[src/verilog/scwdm_pkg.sv]
// constants for the scan cycle watchdog monitor
package scwdm_pkg;
    localparam int CLK_HZ = 25000000;
    localparam int TICK_US = 100;
    localparam int TICK_CYCLES = (CLK_HZ / 1000000) * TICK_US;
    localparam logic [11:0] TICK_LAST = 12'(TICK_CYCLES - 1);
    // 10 ms = 100 ticks, 1 ms = 10 ticks of 0.1 ms
    localparam logic [31:0] TICKS_PER_10MS = 32'h0000_0064;
    localparam logic [31:0] TICKS_PER_1MS = 32'h0000_000A;
    localparam logic [31:0] DEFAULT_LIMIT_TICKS = 32'h0000_2710;  // 1 s
    localparam logic [31:0] SERVICE_LIMIT_TICKS = 32'h0000_4E20;  // 2.0 s
    localparam logic [14:0] LIMIT_CODE_MAX = 15'h0FA0;
    localparam logic [15:0] MIN_CYCLE_MAX = 16'h7D00;  // 32000 ms
    localparam int WATCH_EN_BIT = 15;
    localparam logic [8:0] OFS_MIN_CYCLE = 9'h0D0;
    localparam logic [8:0] OFS_WATCH = 9'h0D1;
    localparam logic [8:0] OFS_LONGEST_LO = 9'h106;
    localparam logic [8:0] OFS_LONGEST_HI = 9'h107;
    localparam logic [8:0] OFS_LATEST_LO = 9'h108;
    localparam logic [8:0] OFS_LATEST_HI = 9'h109;
    localparam logic [8:0] OFS_AVERAGE_LO = 9'h10A;
    localparam logic [8:0] OFS_AVERAGE_HI = 9'h10B;
    localparam logic [8:0] OFS_SERVICE = 9'h10C;
    localparam logic [8:0] OFS_FLAGS = 9'h10D;
    localparam logic [15:0] MIN_CYCLE_RESET = 16'h0000;
    localparam logic [15:0] WATCH_RESET = 16'h0000;
    localparam int AVG_DEPTH = 8;
    localparam int AVG_SHIFT = 3;
    typedef enum logic [1:0] {SCWDM_IDLE, SCWDM_RUN, SCWDM_PAD, SCWDM_HALT} scwdm_state_t;
endpackage

[src/verilog/scwdm_timer.sv]
// 0.1 ms tick counter with elapsed-time accumulator
`timescale 1ns/1ps
module scwdm_timer (
    input wire logic clk_in,
    input wire logic srst_in,
    input wire logic clear_in,
    input wire logic run_in,
    output logic [31:0] ticks_out
);
    logic [11:0] pre_q;

    // prescaler restarts with the count so every cycle begins on a whole tick
    always_ff @(posedge clk_in) begin
        if (srst_in || clear_in) begin
            pre_q <= 12'h000;
            ticks_out <= 32'h0000_0000;
        end else if (run_in) begin
            if (pre_q == scwdm_pkg::TICK_LAST) begin
                pre_q <= 12'h000;
                // saturate rather than wrap
                if (ticks_out != 32'hFFFF_FFFF) begin
                    ticks_out <= ticks_out + 32'h0000_0001;
                end
            end else begin
                pre_q <= pre_q + 12'h001;
            end
        end
    end
endmodule

[src/verilog/scwdm_top.sv]
// cycle watchdog, cycle time monitor and register port
`timescale 1ns/1ps
// Overview of operation
// - bit 15 selects programmed limit, else 1 s
// - limit field counts 10 ms, 001 to FA0
// - cycle over limit sets flag and halts
// - parallel mode supervises program execution only
// - servicing over 2 s sets flag, halts
// - longest cycle time kept, 0.1 ms units
// - latest cycle time stored every cycle
// - average of last eight cycles readable
// - parallel mode records each servicing cycle time
// - short cycles padded to minimum cycle time, except in parallel mode
module scwdm_top (
    input wire logic clk_in,
    input wire logic srst_in,
    input wire logic parallel_mode_in,
    input wire logic exec_start_in,
    input wire logic exec_done_in,
    input wire logic serv_start_in,
    input wire logic serv_done_in,
    input wire logic reg_wr_in,
    input wire logic reg_rd_in,
    input wire logic [8:0] reg_addr_in,
    input wire logic [15:0] reg_wdata_in,
    output logic [15:0] reg_rdata_out,
    output logic cycle_done_out,
    output logic halt_out,
    output logic cycle_overrun_flag_out,
    output logic servicing_overrun_flag_out
);
    // ------------------------------------------------------------
    // state
    // ------------------------------------------------------------
    scwdm_pkg::scwdm_state_t state_q;
    logic [15:0] min_cycle_q;
    logic [15:0] watch_q;
    logic [31:0] longest_q;
    logic [31:0] latest_q;
    logic [15:0] service_word_q;
    logic [31:0] hist_q [scwdm_pkg::AVG_DEPTH];
    logic [34:0] hist_sum_q;
    logic [31:0] cyc_ticks;
    logic [31:0] srv_ticks;
    logic cyc_clear;
    logic cyc_run;
    logic srv_busy_q;
    logic [31:0] limit_ticks;
    logic [31:0] min_ticks;
    logic end_of_cycle;
    logic over_cycle;
    logic over_serv;

    // ------------------------------------------------------------
    // limits
    // ------------------------------------------------------------
    always_comb begin
        if (watch_q[scwdm_pkg::WATCH_EN_BIT]) begin
            limit_ticks = 32'(watch_q[14:0]) * scwdm_pkg::TICKS_PER_10MS;
        end else begin
            limit_ticks = scwdm_pkg::DEFAULT_LIMIT_TICKS;
        end
        min_ticks = 32'(min_cycle_q) * scwdm_pkg::TICKS_PER_1MS;
    end

    // ------------------------------------------------------------
    // cycle timers
    // ------------------------------------------------------------
    // in parallel mode the cycle is program execution only; otherwise the
    // measured cycle runs from one execution start to the next, servicing included
    assign cyc_clear = exec_start_in && (state_q != scwdm_pkg::SCWDM_HALT);
    assign cyc_run = (state_q == scwdm_pkg::SCWDM_RUN) || (state_q == scwdm_pkg::SCWDM_PAD);
    assign end_of_cycle = (state_q == scwdm_pkg::SCWDM_RUN) &&
        (parallel_mode_in ? exec_done_in : exec_start_in);
    assign over_cycle = cyc_run && (state_q == scwdm_pkg::SCWDM_RUN) &&
        (cyc_ticks > limit_ticks);
    assign over_serv = srv_busy_q && (srv_ticks > scwdm_pkg::SERVICE_LIMIT_TICKS);

    scwdm_timer u_cycle_timer (
        .clk_in(clk_in),
        .srst_in(srst_in),
        .clear_in(cyc_clear),
        .run_in(cyc_run),
        .ticks_out(cyc_ticks)
    );

    scwdm_timer u_serv_timer (
        .clk_in(clk_in),
        .srst_in(srst_in),
        .clear_in(serv_start_in),
        .run_in(srv_busy_q),
        .ticks_out(srv_ticks)
    );

    always_ff @(posedge clk_in) begin
        if (srst_in) begin
            srv_busy_q <= 1'b0;
        end else if (serv_start_in) begin
            srv_busy_q <= 1'b1;
        end else if (serv_done_in) begin
            srv_busy_q <= 1'b0;
        end
    end

    // ------------------------------------------------------------
    // cycle sequencer
    // ------------------------------------------------------------
    always_ff @(posedge clk_in) begin
        if (srst_in) begin
            state_q <= scwdm_pkg::SCWDM_IDLE;
        end else begin
            unique case (state_q)
                scwdm_pkg::SCWDM_IDLE: begin
                    if (exec_start_in) begin
                        state_q <= scwdm_pkg::SCWDM_RUN;
                    end
                end
                scwdm_pkg::SCWDM_RUN: begin
                    if (over_cycle || over_serv) begin
                        state_q <= scwdm_pkg::SCWDM_HALT;
                    end else if (parallel_mode_in && exec_done_in) begin
                        state_q <= scwdm_pkg::SCWDM_IDLE;
                    end else if (!parallel_mode_in && exec_done_in && cyc_ticks < min_ticks) begin
                        state_q <= scwdm_pkg::SCWDM_PAD;
                    end
                end
                scwdm_pkg::SCWDM_PAD: begin
                    if (over_serv) begin
                        state_q <= scwdm_pkg::SCWDM_HALT;
                    end else if (cyc_ticks >= min_ticks) begin
                        // back to run so the padded length is what the next start records
                        state_q <= scwdm_pkg::SCWDM_RUN;
                    end
                end
                scwdm_pkg::SCWDM_HALT: begin
                    state_q <= scwdm_pkg::SCWDM_HALT;
                end
            endcase
            if (over_serv) begin
                state_q <= scwdm_pkg::SCWDM_HALT;
            end
        end
    end

    // ------------------------------------------------------------
    // outputs and flags
    // ------------------------------------------------------------
    always_ff @(posedge clk_in) begin
        if (srst_in) begin
            cycle_overrun_flag_out <= 1'b0;
            servicing_overrun_flag_out <= 1'b0;
            halt_out <= 1'b0;
            cycle_done_out <= 1'b0;
        end else begin
            if (over_cycle) begin
                cycle_overrun_flag_out <= 1'b1;
            end
            if (over_serv) begin
                servicing_overrun_flag_out <= 1'b1;
            end
            halt_out <= halt_out || over_cycle || over_serv;
            // pad ends in run; caller may start the next cycle once this pulses
            cycle_done_out <= ((state_q == scwdm_pkg::SCWDM_PAD) && (cyc_ticks >= min_ticks))
                || ((state_q == scwdm_pkg::SCWDM_RUN) && exec_done_in && !over_cycle
                    && (parallel_mode_in || cyc_ticks >= min_ticks));
        end
    end

    // ------------------------------------------------------------
    // cycle statistics
    // ------------------------------------------------------------
    always_ff @(posedge clk_in) begin
        if (srst_in) begin
            latest_q <= 32'h0000_0000;
            longest_q <= 32'h0000_0000;
            hist_sum_q <= 35'h0_0000_0000;
            for (int i = 0; i < scwdm_pkg::AVG_DEPTH; i++) begin
                hist_q[i] <= 32'h0000_0000;
            end
        end else if (end_of_cycle && !over_cycle) begin
            latest_q <= cyc_ticks;
            if (cyc_ticks > longest_q) begin
                longest_q <= cyc_ticks;
            end
            // running sum avoids an eight-way adder on the read path
            hist_sum_q <= hist_sum_q + 35'(cyc_ticks) -
                35'(hist_q[scwdm_pkg::AVG_DEPTH - 1]);
            hist_q[0] <= cyc_ticks;
            for (int i = 1; i < scwdm_pkg::AVG_DEPTH; i++) begin
                hist_q[i] <= hist_q[i - 1];
            end
        end
    end

    always_ff @(posedge clk_in) begin
        if (srst_in) begin
            service_word_q <= 16'h0000;
        end else if (parallel_mode_in && srv_busy_q && serv_done_in) begin
            // saturates at the word width
            service_word_q <= (srv_ticks[31:16] != 16'h0000) ? 16'hFFFF : srv_ticks[15:0];
        end
    end

    // ------------------------------------------------------------
    // register port
    // ------------------------------------------------------------
    always_ff @(posedge clk_in) begin
        if (srst_in) begin
            min_cycle_q <= scwdm_pkg::MIN_CYCLE_RESET;
            watch_q <= scwdm_pkg::WATCH_RESET;
        end else if (reg_wr_in) begin
            if (reg_addr_in == scwdm_pkg::OFS_MIN_CYCLE) begin
                // out-of-range minimum clamps to the top of the legal span
                min_cycle_q <= (reg_wdata_in > scwdm_pkg::MIN_CYCLE_MAX) ?
                    scwdm_pkg::MIN_CYCLE_MAX : reg_wdata_in;
            end
            if (reg_addr_in == scwdm_pkg::OFS_WATCH) begin
                // illegal code zero or above FA0 keeps the old setting
                if (!reg_wdata_in[scwdm_pkg::WATCH_EN_BIT] || ((reg_wdata_in[14:0] != 15'h0000)
                    && (reg_wdata_in[14:0] <= scwdm_pkg::LIMIT_CODE_MAX))) begin
                    watch_q <= reg_wdata_in;
                end
            end
        end
    end

    always_ff @(posedge clk_in) begin
        if (srst_in) begin
            reg_rdata_out <= 16'h0000;
        end else if (reg_rd_in) begin
            unique case (reg_addr_in)
                scwdm_pkg::OFS_MIN_CYCLE: reg_rdata_out <= min_cycle_q;
                scwdm_pkg::OFS_WATCH: reg_rdata_out <= watch_q;
                scwdm_pkg::OFS_LONGEST_LO: reg_rdata_out <= longest_q[15:0];
                scwdm_pkg::OFS_LONGEST_HI: reg_rdata_out <= longest_q[31:16];
                scwdm_pkg::OFS_LATEST_LO: reg_rdata_out <= latest_q[15:0];
                scwdm_pkg::OFS_LATEST_HI: reg_rdata_out <= latest_q[31:16];
                scwdm_pkg::OFS_AVERAGE_LO: reg_rdata_out <= hist_sum_q[18:3];
                scwdm_pkg::OFS_AVERAGE_HI: reg_rdata_out <= hist_sum_q[34:19];
                scwdm_pkg::OFS_SERVICE: reg_rdata_out <= service_word_q;
                scwdm_pkg::OFS_FLAGS: reg_rdata_out <= {13'h0000, halt_out,
                    servicing_overrun_flag_out, cycle_overrun_flag_out};
                default: reg_rdata_out <= 16'h0000;
            endcase
        end
    end
endmodule

[config.mk]
export PLATFORM = sky130hd
export DESIGN_NAME = scwdm_top
export DESIGN_NICKNAME = d
export VERILOG_FILES = /design/src/verilog/scwdm_pkg.sv /design/src/verilog/scwdm_timer.sv /design/src/verilog/scwdm_top.sv
export SDC_FILE = /design/constraint.sdc
export NUM_CORES = 1
export LEC_CHECK = 0
export BUFFER_PORTS_ARGS = -buffer_cell sky130_fd_sc_hd__buf_2
export CORE_ASPECT_RATIO = 1.1
export CORE_MARGIN = 4
export CORE_UTILIZATION = 55
export CTS_CLUSTER_SIZE = 10
export DETAILED_ROUTE_END_ITERATION = 10
export HOLD_SLACK_MARGIN = 0.1
export PLACE_DENSITY = 0.82
export SLEW_MARGIN = 20
export SYNTH_ARGS = -nofsm -noshare
export SYNTH_HDL_FRONTEND = slang
export SYNTH_SLANG_ARGS = --single-unit
[constraint.sdc]
create_clock -name clk_in -period 20.3 [get_ports clk_in]
set_input_delay 1.015 -clock clk_in [delete_from_list [all_inputs] [get_ports clk_in]]
set_output_delay 1.015 -clock clk_in [all_outputs]
set_load 0.02 [all_outputs]
Word-level counts from Yosys, hierarchy flattened
Memory sizes are Yosys's and may differ from the RTL's.
Cells that the tools add are included.
{ "word_totals": {"register_bits": 258, "latchBits": 0, "ram_bits": 256, "mem_bits_ro": 0, "input_bits": 34, "output_inout_bits": 20, "mem_count": 1} }
{ "mem_list": {"columns": ["name", "depth", "word_bits", "read_ports", "rd_clocked_by_memory_dff", "wr", "line_no", "text"], "rows": [
  ["hist_q", 8, 32, 8, 0, 8, "scwdm_top.sv:41", "logic [31:0] hist_q [scwdm_pkg::AVG_DEPTH];"]
]} }
{ "op_classes": {"add_sub_neg": 6, "multipliers": 2, "div": 0, "magnitude_cmp": 7, "n_eq_ne": 21, "n_shift": 0, "n_mux": 29, "bitwise_logic": 8, "reduce_logical": 38} }
{ "op_table": {"columns": ["cell", "n"], "rows": [
  ["$mux 32", 8],
  ["$pmux 16 s10", 1],
  ["$eq 9x9->1 const B", 8],
  ["$add 32x1->32 const B", 2],
  ["$gt 32x32->1", 2],
  ["$ne 32x32->1 const B", 2],
  ["$add 35x32->35", 1],
  ["$sub 35x32->35", 1],
  ["$ge 32x20->1", 1],
  ["$gt 32x15->1 const B", 1],
  ["$lt 32x20->1", 1],
  ["$mux 16", 2],
  ["$add 12x1->12 const B", 2],
  ["$eq 12x12->1 const B", 2],
  ["$mux 12", 2],
  ["$mux 22", 1],
  ["$mul 15x5->20 const B", 1],
  ["$mul 16x3->19 const B", 1],
  ["$eq 9x8->1 const B", 2],
  ["$gt 16x15->1 const B", 1],
  ["$logic_and 1x1->1", 16],
  ["$reduce_bool 16->1", 1],
  ["$le 15x12->1 const B", 1],
  ["$reduce_bool 15->1", 1],
  ["other kinds (15)", 50]
]} }

Logic depth before layout (Yosys ltp)
Gate-level depths: netlist of the first run.
{ "depth": {"word_depth": 10, "depth_mapped": 27} }

By module
A second synthesis of the first run with hierarchy kept.
{ "hier_totals": {"cells_unflattened": 2729, "hier_area_um2": 27276.2} }
{ "by_module_without_submodules": {"columns": ["mod", "instances", "cells_per_inst", "area_per_inst_um2"], "rows": [
  ["scwdm_top", 1, 2215, 22942.0],
  ["scwdm_timer", 2, 257, 2167.1]
]} }

Least setup slack after synthesis of the first run
Ideal clock, no wire load.
{ "synth_timing": {"path_kind": "register -> register", "start": "register watch_q[2]", "end": "memory hist_q[0][0], enable pin", "setup_time_ps": 608, "arrival_ps": 9744, "t_required_ps": 19692, "path_slack_ps": 9948, "path_stages_with_launch": 24, "cell_sequence": "dfxtp_1 -> ha_1 -> ha_1 -> fa_1 -> ha_1 -> a21o_1 -> a21oi_1 -> o21bai_1 -> a21o_1 -> a21oi_1 -> o21ai_0 -> a2111oi_0 -> a21oi_1 -> xor2_1 -> nand2_1 -> ha_1 -> nand4_1 -> nor4_1 -> o21ai_0 -> a21o_1 -> a211o_1 -> buf_2 -> nor2b_1 -> inv_1"} }
{ "synth_rtl": {"columns": ["item", "line_no", "text"], "rows": [
  ["start: declaration", "scwdm_top.sv:37", "logic [15:0] watch_q;"],
  ["start signal: assignment", "scwdm_top.sv:210", "watch_q <= scwdm_pkg::WATCH_RESET;"],
  ["start signal: assignment", "scwdm_top.sv:221", "watch_q <= reg_wdata_in;"],
  ["end: declaration", "scwdm_top.sv:41", null]
]} }

==> results of run 1 <==
## metal layers
layer / GRT usage / wire length, um / vias up
li1: - / - / 9345
met1: 0.3400 / 28210 / 9465
met5: 0 / 0 / -
met4: 0.1247 / 3773 / 0
met2: 0.4076 / 30370 / 788
met3: 0.03779 / 4926 / 203
## critical path, stage by stage (launching register included)
cell,delay (ns)
dfxtp_1,0.45
ha_1,0.28
ha_1,0.31
fa_1,0.47
ha_1,0.35
a21o_1,0.17
a21oi_1,0.22
o21bai_1,0.09
a21o_1,0.20
a21oi_1,0.25
o21ai_0,0.19
a2111oi_0,0.42
a21oi_1,0.10
xor2_1,0.16
nand2_1,0.08
ha_1,0.34
nand4_1,0.09
nor4_1,0.37
o21ai_0,0.14
a21o_1,0.26
a211o_4,0.48
nor2b_1,0.36
inv_8,0.68
buf_4,0.70
buf_4,0.76
## kinds of logic (layout without fill, tap and decap cells)
logic type | after synthesis | in the layout | share of synthesized area
AO/OA/AOI/OAI | 395 | 395 | 0.09723
XOR/XNOR | 138 | 138 | 0.04490
adder cells (fa/ha/maj) | 237 | 237 | 0.1221
buffers and inverters | 354 | 420 | 0.05033
flip-flops | 514 | 514 | 0.4774
multiplexers | 52 | 52 | 0.01971
other | 1 | 10 | 0.0001393
AND/OR/NAND/NOR | 1000 | 1000 | 0.1881
## registers in the layout, indices dropped and copies added, names as in the netlist, 2 cells and up
name                     cells
reg_rdata_out               16
longest_q                   32
min_cycle_q                 16
watch_q                     16
state_q                      2
hist_q                     256
service_word_q              16
u_serv_timer.pre_q          12
u_cycle_timer.ticks_out     32
latest_q                    32
u_serv_timer.ticks_out      32
hist_sum_q                  35
u_cycle_timer.pre_q         12
## metrics by stage
step	power [mW]	utilization	worst slack, ns
after floorplan	1.446	-	9.948
after global placement	1.500	0.5771	12.04
after detailed placement	1.515	0.5771	11.93
after CTS	2.483	0.6129	11.91
after global routing	2.570	0.6129	11.21
final	2.467	0.6129	11.89
## synth_stat cells (11+ instances only)
library cell / count
nand4_1: 43
a21o_1: 51
ha_1: 194
a221oi_1: 19
edfxtp_1: 256
a22oi_1: 26
nor2b_1: 82
clkbuf_1: 96
and2_1: 184
dfxtp_1: 258
fa_1: 43
inv_1: 243
and3_1: 20
nand2_1: 119
a222oi_1: 12
mux2i_1: 44
nand3_1: 59
a21oi_1: 128
nor3_1: 72
xor2_1: 54
xnor2_1: 84
nor2_1: 337
nor4_1: 18
nand2b_1: 11
o21ai_0: 60
## placed cells by master (no fill, tap or decap), types with 44 or more instances in the layout
master,instances
mux2i_1,44
xnor2_1,84
a21oi_1,128
buf_2,52
and2_1,184
o21ai_0,60
a21o_1,51
dfxtp_1,258
nor2_1,337
inv_1,242
ha_1,194
nor2b_1,82
nand3_1,59
edfxtp_1,256
clkbuf_16,59
xor2_1,54
nor3_1,72
nand2_1,119
## power by group through the flow
| stage | Sequential, mW | Combinational [mW] | Clock, mW |
|---|---|---|---|
| 3_5_place_dp | 1.22 | 0.299 | 0 |
| 5_1_grt | 1.20 | 0.338 | 1.03 |
| 2_1_floorplan | 1.21 | 0.232 | 0 |
| 4_1_cts | 1.20 | 0.301 | 0.986 |
| 6_report | 1.20 | 0.303 | 0.968 |
| 3_3_place_gp | 1.21 | 0.286 | 0 |
## how the worst max path moves through the flow
stage | end | slack [ns]
after floorplan | hist_q[0][0] | 9.95
after global placement | hist_q[0][74] | 12.04
after detailed placement | hist_q[0][74] | 11.93
after CTS | hist_q[0][32] | 11.91
after global routing | hist_q[0][32] | 11.21
final | hist_q[0][32] | 11.89
## final cells by class
class / instances / area [um^2]
fillers: 4019 / 18630
flip-flops and latches: 514 / 12850
multi-input cells: 1832 / 12760
clock buffers: 95 / 1622
inverters: 246 / 930.9
well taps: 645 / 807.0
repair buffers: 74 / 429.2
clock inverters: 5 / 101.3
==> impl_metrics.ini, run 1 <==
[worst_setup_path]
arrival_ns = 8.66
cp_data_required_time_ns = 20.55
r2r_slack_ns = 11.89
cp_max_fo = 140
crit_start = watch_q[2]
reg2reg_depth = 24
endpoint_kind = flop
r2r-end = hist_q[0][32]
r2r-start = watch_q[2]
worstSetupPathType = flop to flop
critical_path.startpoint_type = flop

[power_and_ir_drop]
p_seq_frac = 0.485
p_sw_frac = 0.2565
leakage_nw = 12.09
internal_power_mw = 1.834
combPwrFrac = 0.123
switchingPower_mw = 0.6326
clkPwrFrac = 0.393
cellPowerDensity_nw_per_um2 = 83.60
vdd_drop_max_v = 0.00008892

[synthesis]
synth_edf_count = 256
synth_area_leaders = edfxtp_1 (29%), dfxtp_1 (19%), ha_1 (9.0%)
ys.warnings.count = 0
synth_ff_type = dfxtp_1
syn_avg_cell_area_um2 = 10.00
syn_inst = 2691
post_synth_num_cell_types = 78
synth_top_area_share = 0.2856
synth_seq_cells = 514
async_flop_share = 0
ys_seq_area_frac = 0.4774
yosysTopAreaCell = edfxtp_1
netlist_area_um2 = 26920

[global_routing]
grt_pass1_wl_mm = 105.4
grt_max_degree = 141
grt_pass1_vias = 19452
grt-ovfl-total = 0
grt_usage = 0.2542
antenna_found_initial = 0

[drt]
via_count = 19801
drt_wl_total_mm = 67.27
drc_errors = 0
dr.pass1.iters = 9
wire_per_inst_um = 19.72
vias_per_cell = 5.805
ant_nets = 0
detailedRoute.firstIterationViolations = 2095

[floorplanning]
coreArea_um2 = 48140
die_w_um = 218.9
rows = 84
start_util = 0.5593
io_pins = 54
die_h_um = 240.0
die_area_um2 = 52550

[sta]
max_slew_margin = 0.3365
max_freq_ghz = 0.1189
tightestPinTransition_ns = 0.9953
finalCriticalPeriod_ns = 8.411
fin_skew_ns = 0.03822
finalCritPeriodShare = 0.4143
setup_viol = 0
setup-tns-final_ns = 0
whs_ns = 0.4639
finalHoldViolations = 0
rsz0062_at_grt = no
maxSlewViolCount = 0

[final_layout]
fin_nets = 2998
final_area_um2 = 29500
diodes = 0
area.growth.synth_to_final_pct = 9.593
final_cells = 3411
drive_gt1_frac = 0.06182

[worst_hold_path]
min_path_cells = 2
worstHoldPathType = flop to flop
hp-start = reg_rdata_out[0]
min_to = reg_rdata_out[0]

[place]
place_congestion = 0.9757
port_buffers = 53
placed_area_um2 = 27780
dp_hpwl_mm = 47.43
dp.cells = 3311

[clocking]
clkLatencyLatePin_ns = 0.63
hold_buffers = 0
clk_pin_slew_ns = 0.06
cts_buffers = 59
ctsResizeCount = 0
clk_path_buf_depth = 3
postCtsSetupBuffers = 0
cts-root-buf = clkbuf_16
cts_tree = built
htree_levels = 2
clock_sinks = 514

[job]
max_cap_violations = 0

[status]
status = complete, no violations
No activity file was read; power rests on OpenSTA's default activity.
==> run 2, diff against run 1 <==
--- a/config.mk
+++ b/config.mk
@@ -5,6 +5,7 @@
 export SDC_FILE = /design/constraint.sdc
 export NUM_CORES = 1
 export LEC_CHECK = 0
+export ABC_AREA = 1
 export BUFFER_PORTS_ARGS = -buffer_cell sky130_fd_sc_hd__buf_2
 export CORE_ASPECT_RATIO = 1.1
 export CORE_MARGIN = 4
==> constraint.sdc (replaced) <==
create_clock -name clk_in -period 8.65 [get_ports clk_in]
set_input_delay 0.4325 -clock clk_in [delete_from_list [all_inputs] [get_ports clk_in]]
set_output_delay 0.4325 -clock clk_in [all_outputs]
set_load 0.02 [all_outputs]
==> impl_metrics.ini, run 2 <==
[final_layout]
fin_util = 0.6124
mostFrequentLayoutCells = inv_1 (703), nor2_1 (623), nand2_1 (576), dfxtp_1 (258), edfxtp_1 (256)
reg_top3 = hist_q: 256 flops, hist_sum_q: 35 flops
top_register = hist_q
drive_gt1_frac = 0.04701
area.growth.synth_to_final_pct = 9.303
largest_register_ffs = 256
final_common_cell = inv_1
fin_nets = 3957
fillers = 4366

[global_routing]
grt_max_degree = 182
grt-ovfl-total = 0
grt_pass1_vias = 22201
grt_usage = 0.2644
grt_pass1_wl_mm = 119.1
antenna_found_initial = 1

[synthesis]
synth_common_cells = inv_1 (703), nor2_1 (623), nand2_1 (577)
synth_top_area_share = 0.2654
synth_edf_count = 256
synth_area_leaders = edfxtp_1 (27%), dfxtp_1 (18%), inv_1 (9.1%)
ys.warnings.count = 0
synth_ff_type = dfxtp_1
synth_seq_cells = 514
async_flop_share = 0
yosysTopAreaCell = edfxtp_1
yosysMostFrequentCell = inv_1
ys_seq_area_frac = 0.4436
netlist_area_um2 = 28970
syn_inst = 3633
post_synth_num_cell_types = 46
syn_avg_cell_area_um2 = 7.974

[place]
dp_hpwl_mm = 54.71
pre_cts_slack_ns = 2.559
place_congestion = 1.018
port_buffers = 53

[worst_setup_path]
critical_path.startpoint_type = flop
reg2reg_depth = 28
critPathCapture = hist_q[0][52]
cp_max_fo = 134
cp_data_required_time_ns = 8.97
worstSetupPathType = flop to flop
cp_slowest_cell = inv_6
crit_start = watch_q[2]
cp_common_cell = nand2_1
arrival_ns = 6.51
cp_slowest_stage_delay_ns = 0.77
r2r_slack_ns = 2.46
r2r-end = hist_q[0][52]
endpoint_kind = flop
r2r-start = watch_q[2]

[drt]
dr.pass1.iters = 8
vias_per_cell = 5.420
detailedRoute.firstIterationViolations = 2640
drt_wl_total_mm = 75.82
ant_nets = 0
via_count = 23798
drc_errors = 0
wire_per_inst_um = 17.27

[status]
status = complete, no violations

[clocking]
cts_buffers = 59
htree_levels = 2
postCtsSetupBuffers = 0
cts_tree = built
cts-root-buf = clkbuf_16
clkLatencyLatePin_ns = 0.63
clock_sinks = 514
clk_pin_slew_ns = 0.06
clk_path_buf_depth = 3

[power_and_ir_drop]
internal_power_mw = 4.562
p_seq_frac = 0.446
vdd_drop_max_v = 0.0001475
clkPwrFrac = 0.360
p_sw_frac = 0.2944
leakage_nw = 13.81
switchingPower_mw = 1.903
combPwrFrac = 0.193
cellPowerDensity_nw_per_um2 = 204.2

[sta]
max_slew_margin = 0.3152
finalCriticalPeriod_ns = 6.193
maxSlewViolCount = 0
finalCritPeriodShare = 0.7160
setup_viol = 0
finalHoldViolations = 0
fin_skew_ns = 0.04702
setup-tns-final_ns = 0
max_freq_ghz = 0.1615
rsz0062_at_grt = no
whs_ns = 0.1133
setup_slack_ns = 2.457
tightestPinTransition_ns = 1.027

[floorplanning]
rows = 87
io_pins = 54
die_w_um = 226.8
die_h_um = 248.7
start_util = 0.5603
die_area_um2 = 56410
coreArea_um2 = 51710

[worst_hold_path]
worstHoldPathType = input port to flop

[job]
max_cap_violations = 0
-- run 2: cell types whose count changed after synthesis, sizes merged, moves of 42 or more --
| cell | delta |
|---|---|
| o21ai | +42 |
| o22ai | +78 |
| inv | +465 |
| xnor2 | -55 |
| mux2i | -44 |
| nor2b | -82 |
| and2 | -184 |
| clkbuf | -43 |
| nor2 | +299 |
| a21o | -43 |
| nand2 | +460 |
| a21oi | +106 |
-- run 2: worst min path at each step --
stage	startpoint	endpoint	cells after the start
5_1_grt	reg_wdata_in[6]	min_cycle_q[6]	3
4_1_cts	reg_wdata_in[6]	min_cycle_q[6]	3
3_3_place_gp	latest_q[30]	latest_q[30]	2
6_report	reg_wdata_in[6]	min_cycle_q[6]	3
2_1_floorplan	latest_q[22]	latest_q[22]	2
3_5_place_dp	latest_q[30]	latest_q[30]	2
-- run 2: kinds of logic (layout without fill, tap and decap cells) --
| kind of cell | Yosys count | in the layout | synth area share |
|---|---|---|---|
| buf+inv | 807 | 888 | 0.1087 |
| compound gates | 502 | 502 | 0.09644 |
| simple gates | 1477 | 1477 | 0.2089 |
| other cells | 1 | 11 | 0.0001294 |
| fa+ha+maj | 237 | 237 | 0.1135 |
| flops | 514 | 514 | 0.4436 |
| xor+xnor | 95 | 95 | 0.02872 |
-- run 2: timing repair --
item	in CTS	in global routing
hold buffers	8	0
hold endpoints to repair	8	0
gates resized for setup	0	0
-- run 2: area by class of cell --
| class | count | area (um^2) | area share |
|---|---|---|---|
| Multi-Input combinational cell | 2321 | 13020 | 0.4110 |
| Sequential cell | 514 | 12850 | 0.4059 |
| Inverter | 711 | 2674 | 0.08444 |
| Clock buffer | 95 | 1694 | 0.05350 |
| Tap cell | 667 | 834.6 | 0.02636 |
| Timing Repair Buffer | 79 | 528.0 | 0.01667 |
| Clock inverter | 3 | 65.06 | 0.002055 |
| Antenna cell | 1 | 2.502 | 0.00007903 |
-- run 2: metal layers --
metal / vias to the layer above / track usage / routed length, um
li1: 11720 / - / -
met1: 10932 / 0.3499 / 31320
met2: 916 / 0.4217 / 34170
met3: 230 / 0.04750 / 6036
met4: 0 / 0.1249 / 4297
met5: - / 0 / 0
-- run 2: per-stage QoR --
stage / cells / power, mW / area [um^2]
finish: 4391 / 6.466 / 31670
global route: 4390 / 6.762 / 31660
global placement: 4283 / 4.119 / 29800
floorplan: 3642 / 3.827 / 29010
detailed placement: 4283 / 4.143 / 29800
CTS: 4389 / 6.474 / 31640
-- run 2: power by group through the flow --
stage / combinational, mW / clock [mW] / sequential [mW]
6_report: 1.25 / 2.33 / 2.89
5_1_grt: 1.39 / 2.47 / 2.90
4_1_cts: 1.23 / 2.36 / 2.89
3_5_place_dp: 1.21 / 0 / 2.93
3_3_place_gp: 1.19 / 0 / 2.93
2_1_floorplan: 0.895 / 0 / 2.93
-- run 2: worst max-delay path, delay by kind of cell (launching register included) --
kind	cells	cell delay [ns]
fa+ha+maj	5	1.74
simple gates	16	1.56
buf+inv	3	1.47
compound gates	4	0.63
flops	1	0.42
